**src/verilog/path_setup_params.svh**
```systemverilog
`ifndef PATH_SETUP_PARAMS_SVH
`define PATH_SETUP_PARAMS_SVH
// Timer tick counts in clock cycles
`define FIRST_TIMER_TICKS 16'h0010
`define REPEAT_TIMER_TICKS 16'h0008
`define TIMER_WIDTH 16
// Inbound message codes
`define MSG_NONE 3'h0
`define MSG_ESTABLISH 3'h1
`define MSG_ESTABLISH_ACK 3'h2
`define MSG_SIGNAL 3'h3
`define MSG_DISCONNECT 3'h4
`define MSG_DISCONNECT_COMPLETE 3'h5
`endif

```
**src/verilog/path_setup_pkg.sv**
```systemverilog
package path_setup_pkg;
  // Path states of the access network side
  typedef enum logic [2:0] {
    PATH_NULL,
    PATH_BY_ACCESS,
    PATH_ABORT_REQ,
    PATH_ACTIVE,
    PATH_DISC
  } path_state_t;
  // Message code type
  typedef logic [2:0] msg_code_t;
endpackage

```
**src/verilog/timer_ctl_if.sv**
```systemverilog
`timescale 1ns/1ps
// Control and expiry of one establish timer
interface timer_ctl_if;
  logic start;
  logic stop;
  logic expire;
  modport owner (output start, output stop, input expire);
  modport timer (input start, input stop, output expire);
endinterface

```
**src/verilog/pstn_path_setup_fsm.sv**
```systemverilog
// Functional notes
// [RULE1] Exchange acks accepted setup, enters active
// [RULE2] ESTABLISH ACK: stop timer, go active transparent
// [RULE3] Exchange notifies on repeated ESTABLISH
// [RULE4] Exchange may start own path meanwhile
// [RULE5] First timer expiry: resend, start repeat timer
// [RULE6] Repeat timer expiry: resend, restart, forever
// [RULE7] Ignore line signals except release
// [RULE8] Release moves to abort request
// [RULE9] Abort request: timer expiry goes null
// [RULE10] Abort: ignore signals, store line condition
// [RULE11] Abort plus ESTABLISH ACK: send DISCONNECT
// [RULE12] Abort plus seizure: optional ack, reinitiate
// [RULE13] Exchange starts path from null
// [RULE14] Null plus ESTABLISH: signal, ack, active
// [RULE15] Exchange discards accept in null
// [RULE16] Exchange goes active on ack
// [RULE17] Exchange teardown sends DISCONNECT
// [RULE18] Exchange retries once then errors
// [RULE19] Port priority selects collision winner
// [RULE20] Originating priority: keep state on ESTABLISH
// [RULE21] Exchange notifies and later accepts
// [RULE22] Terminating priority: ack, transparent, active
// [RULE23] Null plus seizure: establish, timer, interrupt
// [RULE24] DISCONNECT messages always go to disconnect
// [RULE25] Timers count ticks, pulse on expiry
`timescale 1ns/1ps
`include "path_setup_params.svh"
module pstn_path_setup_fsm
(
  // Clock and reset
  input wire logic clk,
  input wire logic reset_n,
  input wire logic clkEnable,
  // Configuration
  input wire logic terminatingPriority,
  input wire logic autonomousAck,
  input wire logic ringOnEstablish,
  // User port events, one-cycle pulses
  input wire logic lineSeizureEvent,
  input wire logic lineReleaseEvent,
  input wire logic lineSignallingEvent,
  input wire logic lineConditionEvent,
  // Inbound message from the exchange
  input wire path_setup_pkg::msg_code_t rxMsg,
  // Outbound messages, one-cycle pulses
  output logic txEstablish,
  output logic txEstablishAck,
  output logic txDisconnect,
  // User port and bearer
  output logic seizureAck,
  output logic lineSignalOut,
  output logic bearerTransparent,
  output logic seqInit,
  output logic disconnectHandoff,
  output logic lineConditionSaved,
  output path_setup_pkg::path_state_t pathState
);
  import path_setup_pkg::*;

  // ----------------------------------------
  // Timers
  // ----------------------------------------
  timer_ctl_if firstCtl ();
  timer_ctl_if repeatCtl ();
  establish_timer #(.TICKS(`FIRST_TIMER_TICKS)) firstTimer (
    .clk(clk),
    .reset_n(reset_n),
    .clkEnable(clkEnable),
    .ctl(firstCtl)
  );
  establish_timer #(.TICKS(`REPEAT_TIMER_TICKS)) repeatTimer (
    .clk(clk),
    .reset_n(reset_n),
    .clkEnable(clkEnable),
    .ctl(repeatCtl)
  );

  // ----------------------------------------
  // Event decode
  // ----------------------------------------
  logic gotEstablish; // ESTABLISH received
  logic gotAck; // ESTABLISH ACK received
  logic gotDisc; // DISCONNECT or DISCONNECT COMPLETE
  logic anyExpire; // Either timer expired
  assign gotEstablish = (rxMsg == `MSG_ESTABLISH);
  assign gotAck = (rxMsg == `MSG_ESTABLISH_ACK);
  assign gotDisc = (rxMsg == `MSG_DISCONNECT) || (rxMsg == `MSG_DISCONNECT_COMPLETE);
  assign anyExpire = firstCtl.expire | repeatCtl.expire;

  // ----------------------------------------
  // Next state and actions
  // ----------------------------------------
  path_state_t next_state;
  logic next_tx; // Send ESTABLISH
  logic next_ack; // Send ESTABLISH ACK
  logic next_disc; // Send DISCONNECT
  logic startFirst;
  logic startRepeat;
  logic stopTimers;
  // One event served per cycle; a message outranks user events
  always_comb
  begin
    next_state = pathState;
    next_tx = 1'b0;
    next_ack = 1'b0;
    next_disc = 1'b0;
    startFirst = 1'b0;
    startRepeat = 1'b0;
    stopTimers = 1'b0;
    if (gotDisc)
    begin
      // Never unexpected; hand over to disconnect handling
      stopTimers = 1'b1; // RULE24
      next_state = PATH_DISC; // RULE24
    end
    else
    begin
      case (pathState)
        PATH_NULL:
        begin
          if (gotEstablish)
          begin
            next_ack = 1'b1; // RULE14
            next_state = PATH_ACTIVE; // RULE14
          end
          else if (lineSeizureEvent)
          begin
            next_tx = 1'b1; // RULE23
            startFirst = 1'b1; // RULE23
            next_state = PATH_BY_ACCESS; // RULE23
          end
        end
        PATH_BY_ACCESS, PATH_ABORT_REQ:
        begin
          if (gotAck && pathState == PATH_BY_ACCESS)
          begin
            stopTimers = 1'b1; // RULE2
            next_state = PATH_ACTIVE; // RULE2
          end
          else if (gotAck)
          begin
            stopTimers = 1'b1; // RULE11
            next_disc = 1'b1; // RULE11
            next_state = PATH_DISC; // RULE11
          end
          else if (gotEstablish && terminatingPriority) // RULE19
          begin
            // Collision lost to the exchange
            stopTimers = 1'b1; // RULE22
            next_ack = 1'b1; // RULE22
            next_state = PATH_ACTIVE; // RULE22
          end
          else if (gotEstablish)
            next_state = pathState; // RULE20
          else if (pathState == PATH_ABORT_REQ)
          begin
            if (anyExpire)
              next_state = PATH_NULL; // RULE9
            else if (lineSeizureEvent)
              next_state = PATH_BY_ACCESS; // RULE12
          end
          else if (firstCtl.expire || repeatCtl.expire)
          begin
            // Timers keep running unbounded; no retry limit
            next_tx = 1'b1; // RULE5 RULE6
            startRepeat = 1'b1; // RULE5 RULE6
          end
          else if (lineReleaseEvent)
            next_state = PATH_ABORT_REQ; // RULE8
          // Other line signalling is dropped here; it never moves the state
          else if (lineSignallingEvent)
            next_state = pathState; // RULE7
        end
        PATH_ACTIVE, PATH_DISC:
          next_state = pathState;
        default:
          next_state = PATH_NULL;
      endcase
    end
  end

  // Timer control wiring
  assign firstCtl.start = startFirst;
  assign firstCtl.stop = stopTimers;
  assign repeatCtl.start = startRepeat;
  assign repeatCtl.stop = stopTimers | startFirst;

  // ----------------------------------------
  // State register
  // ----------------------------------------
  // Path state updates
  always_ff @(posedge clk or negedge reset_n)
  begin
    if (!reset_n)
      pathState <= PATH_NULL;
    else if (clkEnable)
      pathState <= next_state;
  end

  // ----------------------------------------
  // Message outputs
  // ----------------------------------------
  // Registered one-cycle message strobes
  always_ff @(posedge clk or negedge reset_n)
  begin
    if (!reset_n)
    begin
      txEstablish <= 1'b0;
      txEstablishAck <= 1'b0;
      txDisconnect <= 1'b0;
      seqInit <= 1'b0;
      disconnectHandoff <= 1'b0;
    end
    else if (clkEnable)
    begin
      txEstablish <= next_tx;
      txEstablishAck <= next_ack;
      txDisconnect <= next_disc;
      // Sequence numbers reset whenever the path goes active
      seqInit <= (next_state == PATH_ACTIVE) && (pathState != PATH_ACTIVE); // RULE2
      disconnectHandoff <= (next_state == PATH_DISC) && (pathState != PATH_DISC);
    end
  end

  // ----------------------------------------
  // User port and bearer
  // ----------------------------------------
  // Acknowledges, ring signal and bearer state
  always_ff @(posedge clk or negedge reset_n)
  begin
    if (!reset_n)
    begin
      seizureAck <= 1'b0;
      lineSignalOut <= 1'b0;
      bearerTransparent <= 1'b1;
    end
    else if (clkEnable)
    begin
      // Ack only when configured
      seizureAck <= autonomousAck && lineSeizureEvent && !gotDisc && !gotEstablish &&
        !gotAck && !anyExpire && (pathState == PATH_ABORT_REQ); // RULE12
      lineSignalOut <= ringOnEstablish && !gotDisc && gotEstablish &&
        (pathState == PATH_NULL); // RULE14
      if (next_state == PATH_BY_ACCESS && pathState == PATH_NULL)
        bearerTransparent <= 1'b0; // RULE23
      else if (next_state == PATH_ACTIVE)
        bearerTransparent <= 1'b1; // RULE2 RULE22
    end
  end

  // Saved line condition, replayed later by the line procedure
  always_ff @(posedge clk or negedge reset_n)
  begin
    if (!reset_n)
      lineConditionSaved <= 1'b0;
    else if (clkEnable)
    begin
      if (pathState == PATH_ABORT_REQ && lineConditionEvent)
        lineConditionSaved <= 1'b1; // RULE10
      else if (pathState == PATH_NULL)
        lineConditionSaved <= 1'b0;
    end
  end

  // ----------------------------------------
  // Checks
  // ----------------------------------------
  a_ack_goes_active: assert property (@(posedge clk) disable iff (!reset_n)
    clkEnable && pathState == PATH_BY_ACCESS && rxMsg == `MSG_ESTABLISH_ACK
    |=> pathState == PATH_ACTIVE && seqInit) else $error("ack did not activate path"); // RULE2
  a_first_expiry_resend: assert property (@(posedge clk) disable iff (!reset_n)
    clkEnable && pathState == PATH_BY_ACCESS && rxMsg == `MSG_NONE && firstCtl.expire
    |=> txEstablish && pathState == PATH_BY_ACCESS) else $error("no resend on expiry"); // RULE5
  a_repeat_expiry_resend: assert property (@(posedge clk) disable iff (!reset_n)
    clkEnable && pathState == PATH_BY_ACCESS && rxMsg == `MSG_NONE && repeatCtl.expire
    |=> txEstablish) else $error("no resend on repeat expiry"); // RULE6
  a_signal_ignored: assert property (@(posedge clk) disable iff (!reset_n)
    clkEnable && pathState == PATH_BY_ACCESS && rxMsg == `MSG_NONE && !anyExpire &&
    lineSignallingEvent && !lineReleaseEvent |=> pathState == PATH_BY_ACCESS)
    else $error("state left on signal"); // RULE7
  a_release_aborts: assert property (@(posedge clk) disable iff (!reset_n)
    clkEnable && pathState == PATH_BY_ACCESS && rxMsg == `MSG_NONE && !anyExpire &&
    lineReleaseEvent |=> pathState == PATH_ABORT_REQ) else $error("release not aborted"); // RULE8
  a_abort_expiry_null: assert property (@(posedge clk) disable iff (!reset_n)
    clkEnable && pathState == PATH_ABORT_REQ && rxMsg == `MSG_NONE && anyExpire
    |=> pathState == PATH_NULL) else $error("abort expiry not null"); // RULE9
  a_abort_ack_disc: assert property (@(posedge clk) disable iff (!reset_n)
    clkEnable && pathState == PATH_ABORT_REQ && rxMsg == `MSG_ESTABLISH_ACK
    |=> txDisconnect && pathState == PATH_DISC) else $error("no disconnect on ack"); // RULE11
  a_null_establish: assert property (@(posedge clk) disable iff (!reset_n)
    clkEnable && pathState == PATH_NULL && rxMsg == `MSG_ESTABLISH
    |=> txEstablishAck && pathState == PATH_ACTIVE) else $error("null establish"); // RULE14
  a_seizure_starts: assert property (@(posedge clk) disable iff (!reset_n)
    clkEnable && pathState == PATH_NULL && rxMsg == `MSG_NONE && lineSeizureEvent
    |=> txEstablish && !bearerTransparent ##0 pathState == PATH_BY_ACCESS)
    else $error("seizure did not start path"); // RULE23
  a_collision_term: assert property (@(posedge clk) disable iff (!reset_n)
    clkEnable && terminatingPriority && pathState == PATH_BY_ACCESS &&
    rxMsg == `MSG_ESTABLISH |=> txEstablishAck && bearerTransparent)
    else $error("collision not yielded"); // RULE22
  a_disc_handoff: assert property (@(posedge clk) disable iff (!reset_n)
    clkEnable && (rxMsg == `MSG_DISCONNECT || rxMsg == `MSG_DISCONNECT_COMPLETE)
    |=> pathState == PATH_DISC) else $error("disconnect not handed over"); // RULE24
endmodule // pstn_path_setup_fsm

```
**src/verilog/establish_timer.sv**
```systemverilog
`timescale 1ns/1ps
`include "path_setup_params.svh"
// Single establish timer: counts ticks, one-cycle expiry pulse
module establish_timer #(
  parameter logic [`TIMER_WIDTH-1:0] TICKS = `FIRST_TIMER_TICKS
) (
  // Clock and reset
  input wire logic clk,
  input wire logic reset_n,
  input wire logic clkEnable,
  // Control
  timer_ctl_if.timer ctl
);
  // ----------------------------------------
  // Counter
  // ----------------------------------------
  logic [`TIMER_WIDTH-1:0] count; // Remaining ticks
  logic running; // Timer armed
  // Count down; start wins over stop
  always_ff @(posedge clk or negedge reset_n)
  begin
    if (!reset_n)
    begin
      count <= '0;
      running <= 1'b0;
      ctl.expire <= 1'b0;
    end
    else if (clkEnable)
    begin
      ctl.expire <= 1'b0;
      if (ctl.start)
      begin
        // Restart from full count
        count <= TICKS;
        running <= 1'b1;
      end
      else if (ctl.stop)
        running <= 1'b0;
      else if (running)
      begin
        if (count <= 16'h0001)
        begin
          // Single pulse, then idle until restarted
          running <= 1'b0;
          ctl.expire <= 1'b1; // RULE25
        end
        else
          count <= count - 16'h0001;
      end
    end
  end
  // Expiry is a single pulse
  a_expire_single: assert property (@(posedge clk) disable iff (!reset_n)
    ctl.expire |=> !ctl.expire) else $error("expiry pulse longer than one cycle"); // RULE25
endmodule // establish_timer

```
**config.mk**
```make
export PLATFORM = sky130hd
export DESIGN_NAME = pstn_path_setup_fsm
export DESIGN_NICKNAME = d
export VERILOG_FILES = /design/src/verilog/path_setup_pkg.sv /design/src/verilog/timer_ctl_if.sv /design/src/verilog/pstn_path_setup_fsm.sv /design/src/verilog/establish_timer.sv
export VERILOG_INCLUDE_DIRS = /design/src /design/src/verilog
export SDC_FILE = /design/constraint.sdc
export NUM_CORES = 1
export LEC_CHECK = 0
export BUFFER_PORTS_ARGS = -buffer_cell sky130_fd_sc_hd__buf_2
export CORE_ASPECT_RATIO = 0.9
export CORE_MARGIN = 2
export CORE_UTILIZATION = 60
export DETAILED_ROUTE_END_ITERATION = 12
export PLACE_DENSITY_LB_ADDON = 0.12
export SETUP_SLACK_MARGIN = 0.15
export SYNTH_ARGS = -nofsm -noshare
export SYNTH_HDL_FRONTEND = slang
export SYNTH_HIERARCHICAL = 1
export SYNTH_SLANG_ARGS = --single-unit
```
**constraint.sdc**
```tcl
create_clock -name clk -period 3.63 [get_ports clk]
set_input_delay 0.1815 -clock clk [delete_from_list [all_inputs] [get_ports clk]]
set_output_delay 0.1815 -clock clk [all_outputs]
set_load 0.02 [all_outputs]
```
-- After elaboration in Yosys (flattened, before gate mapping)
Cells that the tools add are included.
- register bits after elaboration: 48
- bits in latches: 0
- RAM bits: 0
- bits in read-only memories: 0
- bits of input ports: 13
- logic and storage cells: 139
- memories kept: 0
- add/sub/neg operators: 2
- $mul: 0
- div/mod/pow operators: 0
- order comparisons: 2
- eq/ne operators: 17
- shifts and indexed selects: 0
- mux-type cells: 68
- bitwise operators: 2
- reductions and logical operators: 32
- operators with widths (operator ; number):
    $mux 16 ; 8
    $mux 1 ; 46
    $mux 3 ; 11
    $le 16x1->1 const B ; 2
    $sub 16x1->16 const B ; 2
    $logic_and 1x1->1 ; 15
    $eq 3x2->1 const B ; 4
    $eq 3x3->1 const B ; 4
    $eq 3x1->1 const B ; 3
    $pmux 3 s3 ; 1
    $ne 2x2->1 const B ; 4
    $reduce_and 4->1 ; 2
    $reduce_bool 2->1 ; 4
    $logic_not 1->1 ; 4
    $pmux 1 s2 ; 2
    $reduce_and 2->1 ; 2
    $reduce_or 2->1 ; 2
    $logic_not 3->1 ; 1
    $ne 3x2->1 const B ; 1
    $ne 3x3->1 const B ; 1
    $logic_or 1x1->1 ; 2
    $or 1x1->1 ; 2

-- Logic depth before layout (Yosys ltp)
- word-level depth: 13
- depth in mapped cells: 10

-- Modules after synthesis
The synthesis kept the hierarchy.
- modules (own cells, without submodules) (module ; instances ; cells an instance ; area an instance (um^2) ; seq. area each (um^2)):
    establish_timer at repeatTimer ; 1 ; 123 ; 1179.9 ; 450.4
    establish_timer at firstTimer ; 1 ; 104 ; 1052.3 ; 450.4
    pstn_path_setup_fsm ; 1 ; 95 ; 854.6 ; 301.5

-- Worst setup path before layout
No wires, ideal clock.
- path kind: register -> register
- start: register pathState[2]
- end: register firstTimer.count[4]
- setup time: 0.119 ns
- arrival: 2.522 ns
- data required time: 3.511 ns
- slack: 0.989 ns
- cell stages (with the launch flop): 8
- buffers on the path: 2
- clock period less this slack: 2.641 ns
- cell sequence: dfrtp_1 -> buf_4 -> nor3_1 -> o211a_1 -> clkbuf_1 -> o2111ai_1 -> or4b_2 -> and2_1
- elaborated cells between the ends (all ways): 15
- RTL lines (what ; line ; source):
    start, declared ; pstn_path_setup_fsm.sv:57 ; output path_setup_pkg::path_state_t pathState
    start signal, assigned ; pstn_path_setup_fsm.sv:198 ; pathState <= next_state;
    $logic_not 3->1 * ; pstn_path_setup_fsm.sv:119 ; case (pathState)
    $mux 1 * ; pstn_path_setup_fsm.sv:119 ;
    $mux 1 * ; pstn_path_setup_fsm.sv:111 ; if (gotDisc)
    via firstCtl.start ; timer_ctl_if.sv:4 ; logic start;
    $ne 2x2->1 (no line) / $reduce_bool 2->1 (equally long branches) ; -- ;
    $reduce_and 4->1 (no line) ; -- ;
    end signal, assigned ; establish_timer.sv:48 ; count <= count - 16'h0001;
    end, declared ; establish_timer.sv:17 ; logic [`TIMER_WIDTH-1:0] count;
Mark *: on every way through the listed nets, which the timed path passes. The rest lies on a longest branch.
A chain may end at the register's enable or synchronous reset.

-- Final worst setup path
- start: register pathState[2]
- end: register firstTimer.count[15]
The elaborated chain is that of the path after synthesis.

==> impl_results.rst <==
.. list-table::
   :header-rows: 1

   * - Metric
     - Value
   * - Outcome
     - finished clean
   * - Sum of net half-perimeters after detailed placement
     - 4545 um
   * - Critical-path cell list
     - nor3_1 -> o211a_1 -> or4_1 -> nor4_4 -> buf_4 -> and4bb_1 -> xnor2_1 -> nor2_1
   * - Fraction of layout instances using a drive strength above 1
     - 20.06%
   * - Cell types with the largest area share after synthesis
     - sky130_fd_sc_hd__dfrtp_1 (38%), sky130_fd_sc_hd__nor2_1 (3.5%), sky130_fd_sc_hd__xnor2_1 (3.4%), sky130_fd_sc_hd__o21ai_0 (2.8%), sky130_fd_sc_hd__a21oi_1 (2.6%)
   * - Final setup vio count
     - 0
   * - Tcrit/Tclk final
     - 78.06%
   * - Buffer and inverter count on the worst path
     - 1
   * - Slew at the pin closest to its max-slew limit
     - between 0.7 and 0.8 ns
   * - Post-Layout Inst Area
     - 3302 um^2
   * - Count of flip-flops with a built-in enable after synthesis
     - 0
   * - Final Max Tran Viols
     - 0
   * - Floorplan die area
     - 5735 um^2
   * - Clock Skew
     - 0.009513 ns
   * - Fraction of post-synthesis cell area in the top cell type by area
     - 38.10%
   * - Cell type with the highest aggregate area in the netlist
     - sky130_fd_sc_hd__dfrtp_1
   * - Type of destination of the critical path
     - flip-flop
   * - Width of the die
     - 79.61 um
   * - Count of clock tree sinks
     - 48
   * - Overall overflow remaining after global route
     - 0
   * - Final layout net count
     - approximately 360
   * - Number of instances in the synthesized netlist
     - 322
   * - Combinational fraction of design power
     - 43.0%
   * - Ys flop type
     - sky130_fd_sc_hd__dfrtp_1
   * - Vias per cell
     - between 6 and 7
   * - Num CTS Buffers
     - 5
   * - CTS clk-pin slew, worst paths
     - 0.10 ns
   * - Kind of start point of the critical path
     - flip-flop
   * - Worst Path Class, Setup
     - reg -> reg
   * - Final design utilization
     - 67.46%
   * - Wire length of the first global-routing pass
     - between 10,000 and 15,000 um
   * - Synth-to-Final Area Change
     - 6.972%
   * - Detailed-router iteration count before antenna repair
     - 4
   * - Peak supply drop
     - 0.5882 mV
   * - Net Sw Frac
     - a little over two fifths
   * - Slew Limit Headroom
     - 48.66%
   * - Initial standard-cell utilization of the core
     - 63.06%
   * - Library cell used as clock root buffer
     - sky130_fd_sc_hd__clkbuf_8
   * - Die outline height
     - 72.05 um
   * - Clock H-tree levels
     - 2
   * - Share of power burned in registers
     - around two fifths
   * - DRC violation total after the first TritonRoute iteration
     - between 150 and 200
   * - Count of instances resized after the clock tree is built
     - 0
   * - Number of distinct library cell variants in the gate-level netlist after synthesis
     - 74
   * - Required time of the critical path
     - 3.81 ns
   * - Number of buffers on the longest clock path
     - 2
   * - Post-CTS setup repair buffer count
     - 0
   * - Cell family with the largest share of critical-path delay
     - simple AND/OR/NAND/NOR gates
   * - Row Count
     - 24
   * - Static Leak
     - 0.001376 uW
   * - Post-Synthesis Mean Instance Area
     - 9.586 um^2
   * - # IOs
     - 25
   * - Largest net degree at the start of global routing
     - 38
   * - Clock tree from TritonCTS
     - built
   * - Post-synthesis sequential element count
     - 48
   * - Routed via count
     - about 2,500
   * - Post-route DRC violation count
     - 0
   * - Slowest cell on the critical path
     - sky130_fd_sc_hd__dfrtp_1
   * - Post-detailed-placement cell area
     - 3181 um^2
   * - Number of global-route vias before repair
     - 2,418
   * - Internal Power
     - 1324 uW
   * - Final Hold Fails
     - 0
   * - Pre-CTS setup slack
     - slightly above 0.8 ns
   * - Number of inserted filler cells in the final layout
     - around 390
   * - Most numerous cell in the Yosys netlist
     - sky130_fd_sc_hd__dfrtp_1
   * - Synth cell count leaders
     - sky130_fd_sc_hd__dfrtp_1 (47), sky130_fd_sc_hd__nor2_1 (29), sky130_fd_sc_hd__inv_1 (18)
   * - Total Neg Setup Slack
     - 0 ns
   * - Async set-reset flop share out of synthesis
     - 100.0%
   * - Time the final worst path needs with I/O delays and setup
     - ~2.8 ns
   * - Clock latency on the worst-skew pair
     - 0.31 ns
   * - Average wire length per cell after detail routing
     - 16.17 um
   * - Initial antenna violation count
     - 0
   * - Hold buffers post-CTS
     - 1
   * - CORE AREA
     - about 4900 um^2
   * - Total routed wirelength
     - 6533 um
   * - Setup repair after global routing missed its margin
     - no
   * - Net Sw Power
     - 988.0 uW
   * - Post-Syn Nets
     - about 340
   * - Hold/Removal Path Class
     - in -> reg
   * - Placer congestion estimate
     - 0.8661
   * - Total track usage
     - 24.35%
   * - Worst stage delay on the critical path
     - between 0.6 and 0.7 ns
   * - Sequential fraction of the synthesis area
     - 38.95%
   * - Count of max-cap constraint violations
     - 0
   * - Count of buffers from port buffering
     - 23
   * - Worst path setup slack after routing
     - 0.7965 ns
   * - Highest net fanout along the worst path
     - 13
   * - Pwr/cell area
     - approximately 700 nW/um^2
   * - Part of the power in the clock network
     - ~17%
   * - Yosys Warn Count
     - 6
   * - Crit path DAT
     - 3.01 ns
   * - Post-route ant nets
     - 0
   * - Area of the mapped netlist
     - 3087 um^2
   * - Upper clock frequency limit
     - 352.9 MHz
   * - Diode count
     - 0
stage by stage:
| step | instances | hold slack (ns) | power, uW |
|---|---|---|---|
| after global routing | 404 | 0.1518 | 2487 |
| after floorplan | 322 | -0.1141 | 1721 |
| after CTS | 404 | 0.1458 | 2311 |
| after global placement | 395 | 0.1486 | 1869 |
| final | 404 | 0.1500 | 2312 |
| after detailed placement | 395 | 0.1533 | 1909 |
state kept, by name, summed over array words and instances, names as in the netlist:
name                    cells
firstTimer/running          1
lineConditionSaved          1
firstTimer/ctl.expire       1
seqInit                     1
repeatTimer/running         1
bearerTransparent           1
firstTimer/count           16
pathState                   3
disconnectHandoff           1
repeatTimer/ctl.expire      1
lineSignalOut               1
repeatTimer/count          16
seizureAck                  1
txEstablish                 1
txEstablishAck              1
txDisconnect                1
tightest hold or removal path: cells and delay by family:
kind / cells / cell delay [ns]
compound gates: 1 / 0.08
simple gates: 1 / 0.08
buf+inv: 1 / 0.08
per-layer routing:
| metal | wire (um) | vias up | track usage [%] |
|---|---|---|---|
| li1 | - | 1221 | - |
| met1 | 3092 | 1203 | 34.41 |
| met2 | 2967 | 91 | 37.82 |
| met3 | 385 | 13 | 4.851 |
| met4 | 87 | 0 | 8.046 |
| met5 | 0 | - | 0 |
worst paths after layout:
| path | to | slack, ns | from | depth (start not counted) |
|---|---|---|---|---|
| max in group asynchronous | firstTimer/count[3] | 2.55 | reset_n | 3 |
| hold / removal | lineSignalOut | 0.15 | ringOnEstablish | 3 |
| hold reg to reg | firstTimer/running | 0.51 | firstTimer/running | 1 |
| setup reg to reg | firstTimer/count[15] | 0.80 | pathState[2] | 8 |
| min in group asynchronous | repeatTimer/count[2] | 0.34 | reset_n | 2 |
| setup / recovery | firstTimer/count[15] | 0.80 | pathState[2] | 8 |
layout make-up:
cell class / instances / area (um^2) / share of cell area, %
well taps: 65 / 81.33 / 2.463
multi-input cells: 237 / 1684 / 51.00
repair buffers: 28 / 155.1 / 4.699
clock inverters: 3 / 42.54 / 1.288
clock buffers: 5 / 68.82 / 2.084
inverters: 18 / 67.56 / 2.046
flip-flops and latches: 48 / 1202 / 36.42
kinds of logic (layout without fill, tap and decap cells):
family | Yosys count | in the layout | synth area share, %
DFF | 48 | 48 | 38.95
xor gates and xnor gates | 12 | 12 | 3.405
adders and majority gates | 5 | 5 | 1.946
AOI/OAI and AO/OA | 87 | 87 | 21.32
muxes | 7 | 7 | 2.311
and+or+nand+nor | 126 | 126 | 25.58
buffers and inverters | 37 | 54 | 6.485
power by group through the flow:
stage / clock network [uW] / logic, uW / registers, uW
3_3_place_gp: 0 / 948 / 920
4_1_cts: 400 / 989 / 922
3_5_place_dp: 0 / 980 / 929
6_report: 388 / 995 / 929
2_1_floorplan: 0 / 825 / 895
5_1_grt: 415 / 1110 / 960
placed cells by master (no fill, tap or decap), types with 5 or more instances in the layout:
cell	netlist	layout
sky130_fd_sc_hd__inv_1	18	18
sky130_fd_sc_hd__o211ai_1	6	6
sky130_fd_sc_hd__a21oi_1	16	16
sky130_fd_sc_hd__nor4_1	7	7
sky130_fd_sc_hd__nand2b_1	10	10
sky130_fd_sc_hd__or4_1	5	5
sky130_fd_sc_hd__nand3_1	5	5
sky130_fd_sc_hd__dfrtp_1	47	47
sky130_fd_sc_hd__xnor2_1	12	12
sky130_fd_sc_hd__or3_1	7	7
sky130_fd_sc_hd__nand4_1	5	5
sky130_fd_sc_hd__mux2i_1	6	6
sky130_fd_sc_hd__a21o_1	5	5
sky130_fd_sc_hd__a211oi_1	5	5
sky130_fd_sc_hd__nor3_1	8	8
sky130_fd_sc_hd__o21ai_0	17	17
sky130_fd_sc_hd__nand2_1	17	17
sky130_fd_sc_hd__buf_2	3	23
sky130_fd_sc_hd__nor2_1	29	29
sky130_fd_sc_hd__clkbuf_8	2	5
sky130_fd_sc_hd__nor4_2	5	5
No activity file was read; power rests on OpenSTA's default activity.
